===== src/verilog/fan_ctrl_defines.vh =====
/*
 Constants of the two-fan automatic speed controller: register offsets,
 reset values, field positions and timing counts.
 Assumes a 50 MHz ref_clk and an 8-bit register port.
*/
//
// How it works
// RULE1 - Missed spin-up pulses within the chosen timeout set the fan fault status bit; the 4000 ms code never sets it, as the 2 s retry clears the count.
// RULE2 - Timeout codes 000..111 per fan: none, 100, 250, 400, 667, 1000, 2000, 4000 ms.
// RULE3 - Loop config per fan; bits 0..3 pick thermistor 1, thermistor 2, remote 1, local.
// RULE4 - Several selected sources: the one demanding the highest drive wins.
// RULE5 - Bit 4 gives manual control; the host-written drive value is used.
// RULE6 - Bit 5 holds the hold level, above bits 4..0.
// RULE7 - Bit 6 holds the start level, above bits 5..0.
// RULE8 - Bit 7 runs full drive, above bits 6..0.
// RULE9 - Host should zero both ceilings while fans are under manual drive.
// RULE10 - Run-state automatic drive never exceeds a nonzero ceiling; spin-up start level and over-temperature full drive are not limited.
// RULE11 - Over-temperature forces full drive until temperature falls below limit minus hysteresis.
// RULE12 - Above the floor drive rises linearly from hold level to full at floor plus span.
// RULE13 - Stepped mode moves automatic drive by the step size every 250 ms.
// RULE14 - Stepping enabled by acoustics bit 6 for fan 1 and bit 7 for fan 2.
// RULE15 - Crossing the floor outputs start level and fan 1 power-on; pulses lower to hold.
// RULE16 - Below floor hold level; below floor minus hysteresis off unless minimum bit set.
// RULE17 - Fan 1 power-on drops whenever fan 1 drive is zero.
// RULE18 - Automatic drive is recomputed every 250 ms.
// RULE19 - Too few pulses in 2 s: raise start level by step, retry five times, then lock pin.
// RULE20 - After a failed start drive zero, wait one minute, restart the sequence.
// RULE21 - Test enable bit 0 turns on the board-test XOR chain output.
// RULE22 - Host must set pin 7 hot-input config and hot mask before tree test.
// RULE23 - Spin-up counts tach rising edges; 2-bit code selects 1 to 4 pulses.
// RULE24 - Timeout counter starts when drive leaves zero, clears when rotation confirmed.
`ifndef FAN_CTRL_DEFINES_VH
`define FAN_CTRL_DEFINES_VH

// ==========================================================
// Register offsets
`define A_CONF4 8'h03
`define A_LOOP1 8'h05
`define A_LOOP2 8'h06
`define A_STAT1 8'h10
`define A_CEIL1 8'h34
`define A_CEIL2 8'h35
`define A_ACOU 8'h36
`define A_TOUT 8'h38
`define A_PPR 8'h39
`define A_TEST 8'h42
`define A_START1 8'h60
`define A_START2 8'h61
`define A_HOLD1 8'h62
`define A_HOLD2 8'h63
`define A_FLOOR1 8'h64
`define A_FLOOR2 8'h65
`define A_SPAN1 8'h66
`define A_SPAN2 8'h67
`define A_OTLIM 8'h68
`define A_OTHYST 8'h69
`define A_OFFHYST 8'h6A
`define A_MAN1 8'h6B
`define A_MAN2 8'h6C
`define A_RSTEP 8'h6D
`define A_DRV1 8'h70
`define A_DRV2 8'h71
`define A_STATE 8'h72

// ==========================================================
// Reset values
`define R_LOOP 8'h0C
`define R_PPR 8'h05
`define R_START 8'h80
`define R_HOLD 8'h40
`define R_FLOOR 8'h28
`define R_SPAN 8'h14
`define R_OTLIM 8'h64
`define R_HYST 8'h04
`define R_RSTEP 8'h10

// ==========================================================
// Field positions
`define B_MAN 4
`define B_MIN 5
`define B_STRT 6
`define B_MAX 7
`define B_MINBIT 4
`define B_STEPEN 6
`define B_TREE 0
`define B_FAULT1 1
`define B_FAULT2 0

// ==========================================================
// Timing
`define CLK_NS 20
`define MS_NS 1000000
`define LOOP_MS 250
`define RETRY_MS 2000
`define WAIT_MS 60000
`define MAX_RETRY 3'd5
`define FULL 8'hFF

`endif


===== src/verilog/fan_ctrl.v =====
/*
 Two-fan automatic speed control: temperature curve, overrides, ceiling,
 over-temperature override, stepped drive, spin-up retry and lock pin,
 board-test XOR output, and an 8-bit register port.
 Assumes temperatures and tach inputs synchronous to ref_clk.
*/
// Design decision made here: the strobed register port.
`timescale 1ns/10ps
`include "fan_ctrl_defines.vh"

module fan_ctrl #(
  parameter MS_CYC = `MS_NS / `CLK_NS
) (
  input wire ref_clk,
  input wire sys_rst,
  input wire [7:0] addr,
  input wire [7:0] wdata,
  input wire wr_en,
  input wire rd_en,
  output reg [7:0] rdata,
  input wire [7:0] thermistor_in_1,
  input wire [7:0] thermistor_in_2,
  input wire [7:0] remote_temp_1,
  input wire [7:0] local_temp,
  input wire tach_in_1,
  input wire tach_in_2,
  input wire processor_hot_input,
  output wire [7:0] drive_out_1,
  output wire [7:0] drive_out_2,
  output reg fan1_power_on,
  output reg stall_fault_pin,
  output reg tree_test_out
);

  localparam ST_OFF = 2'd0;
  localparam ST_START = 2'd1;
  localparam ST_RUN = 2'd2;
  localparam ST_WAIT = 2'd3;

  // ==========================================================
  // Registers
  reg [7:0] loop_cfg_r [0:1];
  reg [7:0] ceil_r [0:1];
  reg [7:0] start_r [0:1];
  reg [7:0] hold_r [0:1];
  reg [7:0] floor_r [0:1];
  reg [7:0] span_r [0:1];
  reg [7:0] man_r [0:1];
  reg [7:0] conf4_r, acou_r, tout_r, ppr_r, test_r;
  reg [7:0] otlim_r, othyst_r, offhyst_r, rstep_r;
  reg [1:0] stat_r;
  reg ot_r;
  reg [15:0] ms_cnt_r;
  reg ms_tick_r;
  reg [7:0] q_cnt_r;
  reg q_tick_r;
  wire [7:0] temp [0:3];
  wire [1:0] tach;
  wire [1:0] fault_set;
  wire [1:0] lock;
  wire [7:0] drv [0:1];
  wire [1:0] st [0:1];

  assign temp[0] = thermistor_in_1;
  assign temp[1] = thermistor_in_2;
  assign temp[2] = remote_temp_1;
  assign temp[3] = local_temp;
  assign tach = {tach_in_2, tach_in_1};

  function [15:0] tout_ms;
    input [2:0] code;
    begin
      case (code)
        3'd1: tout_ms = 16'd100;
        3'd2: tout_ms = 16'd250;
        3'd3: tout_ms = 16'd400;
        3'd4: tout_ms = 16'd667;
        3'd5: tout_ms = 16'd1000;
        3'd6: tout_ms = 16'd2000;
        3'd7: tout_ms = 16'd4000;
        default: tout_ms = 16'd0;
      endcase
    end
  endfunction

  function [7:0] step_size;
    input [2:0] code;
    begin
      case (code)
        3'd0: step_size = 8'h01;
        3'd1: step_size = 8'h02;
        3'd2: step_size = 8'h03;
        3'd3: step_size = 8'h05;
        3'd4: step_size = 8'h08;
        3'd5: step_size = 8'h0C;
        3'd6: step_size = 8'h18;
        default: step_size = 8'h30;
      endcase
    end
  endfunction

  function [7:0] curve;
    input [7:0] t;
    input [7:0] fl;
    input [7:0] sp;
    input [7:0] hl;
    reg [7:0] d;
    reg [15:0] q;
    begin
      d = t - fl;
      q = ({8'h00, d} * {8'h00, `FULL - hl}) / {8'h00, sp};
      if (t <= fl)
        curve = 8'h00;
      else if (sp == 8'h00 || d >= sp)
        curve = `FULL;
      else
        curve = hl + q[7:0];
    end
  endfunction

  // ==========================================================
  // Time base
  always @(posedge ref_clk) begin
    if (sys_rst) begin
      ms_cnt_r <= 16'h0000;
      ms_tick_r <= 1'b0;
      q_cnt_r <= 8'h00;
      q_tick_r <= 1'b0;
    end else begin
      ms_tick_r <= (ms_cnt_r == MS_CYC - 1);
      ms_cnt_r <= (ms_cnt_r == MS_CYC - 1) ? 16'h0000 : ms_cnt_r + 16'h0001;
      q_tick_r <= 1'b0;
      if (ms_tick_r) begin
        if (q_cnt_r == `LOOP_MS - 1) begin
          q_cnt_r <= 8'h00;
          q_tick_r <= 1'b1;
        end else begin
          q_cnt_r <= q_cnt_r + 8'h01;
        end
      end
    end
  end

  // ==========================================================
  // Over-temperature latch
  always @(posedge ref_clk) begin
    if (sys_rst) begin
      ot_r <= 1'b0;
    end else if (temp[0] >= otlim_r || temp[1] >= otlim_r || temp[2] >= otlim_r || temp[3] >= otlim_r) begin
      ot_r <= 1'b1; // RULE11
    end else if ({1'b0, temp[0]} + {1'b0, othyst_r} < {1'b0, otlim_r} &&
                 {1'b0, temp[1]} + {1'b0, othyst_r} < {1'b0, otlim_r} &&
                 {1'b0, temp[2]} + {1'b0, othyst_r} < {1'b0, otlim_r} &&
                 {1'b0, temp[3]} + {1'b0, othyst_r} < {1'b0, otlim_r}) begin
      ot_r <= 1'b0; // RULE11
    end
  end

  // ==========================================================
  // Per-fan control
  genvar i;
  generate
    for (i = 0; i < 2; i = i + 1) begin : gf
      reg [1:0] st_r;
      reg [7:0] drv_r;
      reg [7:0] auto_r;
      reg [7:0] cur_start_r;
      reg [2:0] retry_r;
      reg [15:0] cnt_r;
      reg [2:0] edges_r;
      reg tach_d_r;
      reg lock_r;
      reg fault_r;
      reg [7:0] tgt;
      reg [7:0] c;
      reg hot;
      reg cold;
      reg [7:0] drv_nxt;
      reg [7:0] lim;
      reg [8:0] bump;
      integer k;
      wire [7:0] cfg = loop_cfg_r[i];
      wire auto_mode = (cfg[7:4] == 4'h0);
      wire rise = tach[i] & ~tach_d_r;
      wire [2:0] need = {1'b0, ppr_r[2*i+1:2*i]} + 3'd1;
      wire [15:0] tout = tout_ms(tout_r[3*i+2:3*i]);
      wire [7:0] stp = step_size(acou_r[3*i+2:3*i]);

      // Demand from the selected sources
      always @* begin
        tgt = 8'h00;
        hot = 1'b0;
        cold = 1'b1;
        c = 8'h00;
        for (k = 0; k < 4; k = k + 1) begin
          if (cfg[k]) begin // RULE3
            c = curve(temp[k], floor_r[i], span_r[i], hold_r[i]); // RULE12
            if (c > tgt)
              tgt = c; // RULE4
            if (temp[k] > floor_r[i])
              hot = 1'b1;
            if ({1'b0, temp[k]} + {1'b0, offhyst_r} >= {1'b0, floor_r[i]})
              cold = 1'b0;
          end
        end
        if (tgt < hold_r[i])
          tgt = hold_r[i]; // RULE16
      end

      // Output selection by priority
      always @* begin
        lim = (ceil_r[i] != 8'h00 && auto_r > ceil_r[i]) ? ceil_r[i] : auto_r; // RULE10
        bump = {1'b0, cur_start_r} + {1'b0, rstep_r};
        if (ot_r)
          drv_nxt = `FULL; // RULE11
        else if (cfg[`B_MAX])
          drv_nxt = `FULL; // RULE8
        else if (cfg[`B_STRT])
          drv_nxt = start_r[i]; // RULE7
        else if (cfg[`B_MIN])
          drv_nxt = hold_r[i]; // RULE6
        else if (cfg[`B_MAN])
          drv_nxt = man_r[i]; // RULE5
        else if (st_r == ST_START)
          drv_nxt = cur_start_r; // RULE15
        else if (st_r == ST_RUN)
          drv_nxt = lim;
        else
          drv_nxt = 8'h00; // RULE20
      end

      always @(posedge ref_clk) begin
        if (sys_rst) begin
          st_r <= ST_OFF;
          drv_r <= 8'h00;
          auto_r <= 8'h00;
          cur_start_r <= 8'h00;
          retry_r <= 3'd0;
          cnt_r <= 16'h0000;
          edges_r <= 3'd0;
          tach_d_r <= 1'b1;
          lock_r <= 1'b0;
          fault_r <= 1'b0;
        end else begin
          tach_d_r <= tach[i];
          drv_r <= drv_nxt;
          fault_r <= 1'b0;
          if (!auto_mode) begin
            st_r <= ST_OFF;
            lock_r <= 1'b0;
          end else begin
            case (st_r)
              ST_OFF: begin
                if (hot) begin
                  st_r <= ST_START; // RULE15
                  cur_start_r <= start_r[i];
                  retry_r <= 3'd0;
                  cnt_r <= 16'h0000; // RULE24
                  edges_r <= 3'd0;
                end
              end
              ST_START: begin
                if (rise)
                  edges_r <= edges_r + 3'd1; // RULE23
                if (ms_tick_r)
                  cnt_r <= cnt_r + 16'h0001;
                if (ms_tick_r && tout != 16'h0000 && cnt_r + 16'h0001 == tout && edges_r < need)
                  fault_r <= 1'b1; // RULE1
                if (edges_r >= need) begin
                  st_r <= ST_RUN; // RULE15
                  auto_r <= hold_r[i];
                  lock_r <= 1'b0;
                  cnt_r <= 16'h0000; // RULE24
                end else if (ms_tick_r && cnt_r == `RETRY_MS - 1) begin
                  cnt_r <= 16'h0000;
                  edges_r <= 3'd0;
                  if (retry_r < `MAX_RETRY && cur_start_r != `FULL) begin
                    retry_r <= retry_r + 3'd1; // RULE19
                    cur_start_r <= bump[8] ? `FULL : bump[7:0];
                  end else begin
                    lock_r <= 1'b1; // RULE19
                    st_r <= ST_WAIT; // RULE20
                  end
                end
              end
              ST_RUN: begin
                if (cold && !conf4_r[`B_MINBIT + i]) begin
                  st_r <= ST_OFF; // RULE16
                  auto_r <= 8'h00;
                end else if (q_tick_r) begin // RULE18
                  if (!acou_r[`B_STEPEN + i]) // RULE14
                    auto_r <= tgt;
                  else if (auto_r < tgt)
                    auto_r <= (tgt - auto_r > stp) ? auto_r + stp : tgt; // RULE13
                  else
                    auto_r <= (auto_r - tgt > stp) ? auto_r - stp : tgt; // RULE13
                end
              end
              ST_WAIT: begin
                if (ms_tick_r)
                  cnt_r <= cnt_r + 16'h0001;
                if (ms_tick_r && cnt_r == `WAIT_MS - 1) begin
                  cnt_r <= 16'h0000;
                  st_r <= ST_OFF; // RULE20
                end
              end
              default: st_r <= ST_OFF;
            endcase
          end
        end
      end

      assign fault_set[i] = fault_r;
      assign lock[i] = lock_r;
      assign drv[i] = drv_r;
      assign st[i] = st_r;
    end
  endgenerate

  assign drive_out_1 = drv[0];
  assign drive_out_2 = drv[1];

  // ==========================================================
  // Pins
  always @(posedge ref_clk) begin
    if (sys_rst) begin
      fan1_power_on <= 1'b0;
      stall_fault_pin <= 1'b0;
      tree_test_out <= 1'b0;
    end else begin
      fan1_power_on <= (gf[0].drv_nxt != 8'h00); // RULE15 RULE17
      stall_fault_pin <= |lock; // RULE19
      tree_test_out <= test_r[`B_TREE] & (tach_in_1 ^ tach_in_2 ^ processor_hot_input); // RULE21
    end
  end

  // ==========================================================
  // Register port
  always @(posedge ref_clk) begin
    if (sys_rst) begin
      loop_cfg_r[0] <= `R_LOOP;
      loop_cfg_r[1] <= `R_LOOP;
      ceil_r[0] <= 8'h00;
      ceil_r[1] <= 8'h00;
      start_r[0] <= `R_START;
      start_r[1] <= `R_START;
      hold_r[0] <= `R_HOLD;
      hold_r[1] <= `R_HOLD;
      floor_r[0] <= `R_FLOOR;
      floor_r[1] <= `R_FLOOR;
      span_r[0] <= `R_SPAN;
      span_r[1] <= `R_SPAN;
      man_r[0] <= 8'h00;
      man_r[1] <= 8'h00;
      conf4_r <= 8'h00;
      acou_r <= 8'h00;
      tout_r <= 8'h00;
      ppr_r <= `R_PPR;
      test_r <= 8'h00;
      otlim_r <= `R_OTLIM;
      othyst_r <= `R_HYST;
      offhyst_r <= `R_HYST;
      rstep_r <= `R_RSTEP;
    end else if (wr_en) begin
      case (addr)
        `A_CONF4: conf4_r <= wdata;
        `A_LOOP1: loop_cfg_r[0] <= wdata;
        `A_LOOP2: loop_cfg_r[1] <= wdata;
        `A_CEIL1: ceil_r[0] <= wdata;
        `A_CEIL2: ceil_r[1] <= wdata;
        `A_ACOU: acou_r <= wdata;
        `A_TOUT: tout_r <= {2'b00, wdata[5:0]}; // RULE2
        `A_PPR: ppr_r <= {4'h0, wdata[3:0]};
        `A_TEST: test_r <= {7'h00, wdata[0]};
        `A_START1: start_r[0] <= wdata;
        `A_START2: start_r[1] <= wdata;
        `A_HOLD1: hold_r[0] <= wdata;
        `A_HOLD2: hold_r[1] <= wdata;
        `A_FLOOR1: floor_r[0] <= wdata;
        `A_FLOOR2: floor_r[1] <= wdata;
        `A_SPAN1: span_r[0] <= wdata;
        `A_SPAN2: span_r[1] <= wdata;
        `A_OTLIM: otlim_r <= wdata;
        `A_OTHYST: othyst_r <= wdata;
        `A_OFFHYST: offhyst_r <= wdata;
        `A_MAN1: man_r[0] <= wdata;
        `A_MAN2: man_r[1] <= wdata;
        `A_RSTEP: rstep_r <= wdata;
        default: conf4_r <= conf4_r;
      endcase
    end
  end

  // Status bits clear on read; a new fault in the same cycle wins
  always @(posedge ref_clk) begin
    if (sys_rst)
      stat_r <= 2'b00;
    else
      stat_r <= ((rd_en && addr == `A_STAT1) ? 2'b00 : stat_r) | {fault_set[0], fault_set[1]}; // RULE1
  end

  always @(posedge ref_clk) begin
    if (sys_rst) begin
      rdata <= 8'h00;
    end else if (rd_en) begin
      case (addr)
        `A_CONF4: rdata <= conf4_r;
        `A_LOOP1: rdata <= loop_cfg_r[0];
        `A_LOOP2: rdata <= loop_cfg_r[1];
        `A_STAT1: rdata <= {6'h00, stat_r};
        `A_CEIL1: rdata <= ceil_r[0];
        `A_CEIL2: rdata <= ceil_r[1];
        `A_ACOU: rdata <= acou_r;
        `A_TOUT: rdata <= tout_r;
        `A_PPR: rdata <= ppr_r;
        `A_TEST: rdata <= test_r;
        `A_START1: rdata <= start_r[0];
        `A_START2: rdata <= start_r[1];
        `A_HOLD1: rdata <= hold_r[0];
        `A_HOLD2: rdata <= hold_r[1];
        `A_FLOOR1: rdata <= floor_r[0];
        `A_FLOOR2: rdata <= floor_r[1];
        `A_SPAN1: rdata <= span_r[0];
        `A_SPAN2: rdata <= span_r[1];
        `A_OTLIM: rdata <= otlim_r;
        `A_OTHYST: rdata <= othyst_r;
        `A_OFFHYST: rdata <= offhyst_r;
        `A_MAN1: rdata <= man_r[0];
        `A_MAN2: rdata <= man_r[1];
        `A_RSTEP: rdata <= rstep_r;
        `A_DRV1: rdata <= drv[0];
        `A_DRV2: rdata <= drv[1];
        `A_STATE: rdata <= {ot_r, lock, 1'b0, st[1], st[0]};
        default: rdata <= 8'h00;
      endcase
    end else begin
      rdata <= 8'h00;
    end
  end

endmodule


===== config.mk =====
export PLATFORM = sky130hd
export DESIGN_NAME = fan_ctrl
export DESIGN_NICKNAME = d
export VERILOG_FILES = /design/src/verilog/fan_ctrl.v
export VERILOG_INCLUDE_DIRS = /design/src /design/src/verilog
export SDC_FILE = /design/constraint.sdc
export NUM_CORES = 2
export LEC_CHECK = 0
export BUFFER_PORTS_ARGS = -buffer_cell sky130_fd_sc_hd__buf_2
export CORE_AREA = 2 2 361 506
export CTS_CLUSTER_DIAMETER = 30
export CTS_CLUSTER_SIZE = 20
export DETAILED_ROUTE_END_ITERATION = 12
export DIE_AREA = 0 0 363 508
export GPL_ROUTABILITY_DRIVEN = 0
export PLACE_DENSITY = 0.64
export SLEW_MARGIN = 5
export SYNTH_ARGS = -nofsm -noshare
export SYNTH_HDL_FRONTEND = slang
export SYNTH_SLANG_ARGS = --single-unit

===== constraint.sdc =====
create_clock -name ref_clk -period 180.8 [get_ports ref_clk]
set_input_delay 54.24 -clock ref_clk [delete_from_list [all_inputs] [get_ports ref_clk]]
set_output_delay 54.24 -clock ref_clk [all_outputs]
set_load 0.03 [all_outputs]

==> impl_metrics.csv <==
group,metric,value,unit
status,status,"completed",
floorplan,rows,185,
setup_path,required,181300,ps
grt,grt_overflow,0,
routing,via_count,89800,
setup_path,critical-path-top-cell-by-count,"sky130_fd_sc_hd__o21a_1",
synthesis,syn_area_per_cell,7.71,µm²
clocking,resized_cells_post_cts,0,
timing,report.final.setup_viol,0,
timing,rel_slew_slack,20.6,%
clocking,cts_num_sinks,313,
synthesis,synth_cell_type_count,142,
synthesis,mappedNetlistArea,89600,µm²
setup_path,worstSetupEndpointType,"register",
layout,commonest_cells_after_routing_fill_and_taps_aside,"sky130_fd_sc_hd__ha_1 (1655), sky130_fd_sc_hd__nor2_1 (1074), sky130_fd_sc_hd__nand2_1 (942), sky130_fd_sc_hd__inv_1 (813), sky130_fd_sc_hd__a21oi_1 (811)",
setup_path,critical-path-top-delay-family,"compound AO/OA/AOI/OAI gates",
job,maxCapViolCount,0,
synthesis,post_synth_inst_count,11600,
routing,detailedRoute.firstPassIterationCount,10,
place,dp.final_hpwl,248000,µm
clocking,clk_latency,620,ps
timing,fin_skew,29.7,ps
floorplan,chipHeight,508,µm
routing,detail_route.wl_per_cell,22.3,µm
setup_path,critPathMaxStageDelay,760,ps
layout,area.growth.synth_to_final,6.55,%
setup_path,critical_path_s_slowest_cell,"sky130_fd_sc_hd__nor3b_2",
layout,fin_nets,13600,
routing,drt_drc_violations_left,0,
routing,drt_iter0_drc,6736,
setup_path,worstPathMaxFanout,16,
synthesis,number_of_flops_mapped_to_enable_cells_by_yosys,112,
synthesis,synth_seq_area_share,8.25,%
synthesis,synth.yosys.warnings,0,
synthesis,yosys_register_bits,313,
routing,totalWireLength,312000,µm
floorplan,io_pins,82,
layout,fraction_of_layout_cells_with_a_size_suffix_above_1,6.94,%
setup_path,setup.worst_path.class,"in -> reg",
grt,grt_use_total,32.8,%
timing,timing_max_transition_violations_final,0,
layout,fillers,17100,
floorplan,start_util,49.7,%
timing,finalCritPeriodShare,59.3,%
routing,vias_per_cell,6.41,
clocking,post-cts-setup-buffer-count,0,
floorplan,total_die_area,184000,µm²
clocking,cts_tree,"done",
clocking,cts_buffers,73,
setup_path,critical_path_buf_inv_count,12,
floorplan,die_w,363,µm
timing,finalHoldViolCount,0,
grt,grt_start_max_net_pins,56,
clocking,max-clock-path-buffers,3,
synthesis,synthArstFlopShare,0,%
place,placement.io_buffers,81,
timing,rsz0062_at_grt,"false",
grt,first_pass_grt_wire_length,485000,µm
clocking,clk_transition_reported_paths,60,ps
routing,antenna_left,0,
timing,maxClockFrequency,9.33,MHz
synthesis,mappedNetlistNets,13700,
grt,number_of_global_route_vias_before_repair,89300,
grt,antenna_found_initial,46,
timing,worst_slew_pin_slew,1180,ps
synthesis,ys_dominant_reg_cell,"sky130_fd_sc_hd__dfxtp_1",
timing,setup_tns_final,0,ps
timing,min_period,107180,ps
setup_path,cp.arrival,107690,ps
floorplan,floorplan.core_area,180000,µm²
worst_hold_path,hp-class,"reg -> reg",
clocking,cts_hold_repair.buffers,0,
layout,final_common_cell,"sky130_fd_sc_hd__ha_1",
clocking,htreeDepth,3,
clocking,clockRootBuffer,"sky130_fd_sc_hd__clkbuf_16",
setup_path,critPathLaunchType,"primary input",
-- sequential cells by signal, summed over array words and instances (netlist names), 6 cells and up --
name,flops
span_r,16
gf.cnt_r,32
offhyst_r,8
loop_cfg_r,16
hold_r,16
ceil_r,16
gf.retry_r,6
conf4_r,8
gf.cur_start_r,16
othyst_r,8
acou_r,8
q_cnt_r,8
tout_r,6
otlim_r,8
ms_cnt_r,16
gf.edges_r,6
rdata,8
drive_out_2,8
man_r,16
drive_out_1,8
floor_r,16
rstep_r,8
start_r,16
gf.auto_r,16
-- final cells by class --
class	instances	area, µm²	area share [%]
flip-flops and latches	313	7390	7.74
inverters	849	3200	3.36
multi-input cells	10200	77800	81.5
clock inverters	51	783	0.821
well taps	2337	2920	3.06
repair buffers	198	1300	1.36
clock buffers	84	1970	2.07
diodes	27	67.6	0.0708
-- logic make-up after synthesis --
| family | after synthesis | synth area share (%) |
|---|---|---|
| simple gates | 3865 | 20.9 |
| compound gates | 3414 | 25.9 |
| fa+ha+maj | 1983 | 30.4 |
| buf+inv | 1151 | 4.93 |
| xor+xnor | 542 | 5.30 |
| mux | 350 | 4.32 |
| flops | 313 | 8.25 |
-- worst paths after layout --
path | start | to | slack [ps] | depth (start not counted)
worst max-delay path | thermistor_in_2[1] | gf[1].auto_r[2]$_SDFFE_PP0P_ | 73620 | 224
worst min-delay path | conf4_r[7]$_SDFFE_PP0P_ | conf4_r[7]$_SDFFE_PP0P_ | 460 | 2
worst max register to register | floor_r[0][9]$_DFFE_PP_ | gf[1].auto_r[2]$_SDFFE_PP0P_ | 126400 | 224
worst min register to register | conf4_r[7]$_SDFFE_PP0P_ | conf4_r[7]$_SDFFE_PP0P_ | 460 | 2
-- metrics by stage --
stage                     utilization, %  std cells  area [µm²]  setup WS [ps]  hold slack, ps
after floorplan                        -      11600       89600          81490             413
after global placement              51.4      13900       92600          74780             442
after detailed placement            51.4      13900       92600          73640             447
after CTS                           52.9      14000       95400          74070             454
after global routing                52.9      14000       95400          69420             472
final                               52.9      14000       95400          73620             457
-- worst reg2reg max path, delay by kind of cell, from the launching register on --
kind | cells | cell delay [ps]
xor gates and xnor gates | 5 | 1150
muxes | 7 | 2360
AOI/OAI and AO/OA | 126 | 29190
and+or+nand+nor | 45 | 8630
buffers and inverters | 12 | 2810
DFF | 1 | 520
adders and majority gates | 29 | 9590
-- synth_stat cells, types with 26 or more instances --
library cell | count | share of area [%]
sky130_fd_sc_hd__o211ai_1 | 81 | 0.68
sky130_fd_sc_hd__buf_2 | 27 | 0.15
sky130_fd_sc_hd__o21bai_1 | 109 | 0.91
sky130_fd_sc_hd__o22ai_1 | 39 | 0.27
sky130_fd_sc_hd__mux2_2 | 191 | 2.4
sky130_fd_sc_hd__mux2i_1 | 118 | 1.3
sky130_fd_sc_hd__o21a_1 | 502 | 4.2
sky130_fd_sc_hd__a21boi_0 | 26 | 0.22
sky130_fd_sc_hd__nor3_1 | 498 | 2.8
sky130_fd_sc_hd__nand4_1 | 123 | 0.86
sky130_fd_sc_hd__nand2_1 | 942 | 3.9
sky130_fd_sc_hd__edfxtp_1 | 112 | 3.8
sky130_fd_sc_hd__and2_1 | 149 | 1.0
sky130_fd_sc_hd__nand3_1 | 212 | 1.2
sky130_fd_sc_hd__dfxtp_1 | 201 | 4.5
sky130_fd_sc_hd__fa_1 | 322 | 7.2
sky130_fd_sc_hd__a21oi_1 | 811 | 4.5
sky130_fd_sc_hd__xor2_1 | 191 | 1.9
sky130_fd_sc_hd__a221oi_1 | 49 | 0.48
sky130_fd_sc_hd__or4_1 | 32 | 0.27
sky130_fd_sc_hd__a22oi_1 | 79 | 0.66
sky130_fd_sc_hd__a211oi_1 | 73 | 0.61
sky130_fd_sc_hd__nor2b_1 | 181 | 1.3
sky130_fd_sc_hd__ha_1 | 1655 | 23
sky130_fd_sc_hd__nand2b_1 | 182 | 1.3
sky130_fd_sc_hd__inv_1 | 828 | 3.5
sky130_fd_sc_hd__and3_1 | 61 | 0.43
sky130_fd_sc_hd__o221ai_1 | 39 | 0.38
sky130_fd_sc_hd__a211o_1 | 35 | 0.34
sky130_fd_sc_hd__clkbuf_1 | 240 | 1.0
sky130_fd_sc_hd__a21o_1 | 327 | 2.7
sky130_fd_sc_hd__o31ai_1 | 165 | 1.4
sky130_fd_sc_hd__nor2_1 | 1074 | 4.5
sky130_fd_sc_hd__o21ai_0 | 533 | 3.0
sky130_fd_sc_hd__or3_1 | 110 | 0.77
sky130_fd_sc_hd__o21ai_1 | 33 | 0.18
sky130_fd_sc_hd__nor4_1 | 42 | 0.29
sky130_fd_sc_hd__a31oi_1 | 87 | 0.61
sky130_fd_sc_hd__or2_2 | 105 | 0.73
sky130_fd_sc_hd__xnor2_1 | 351 | 3.4
-- layer usage --
metal	GRT usage (%)	vias up	share of wire [%]
li1	-	42600	-
met1	35.4	42700	37
met2	58.3	3324	48
met3	5.51	1195	7.1
met4	22.5	28	7.9
met5	0.366	-	0.080
Power is not shown: default switching activity piles up to over one toggle a cycle in this logic, so the estimate is an artifact.
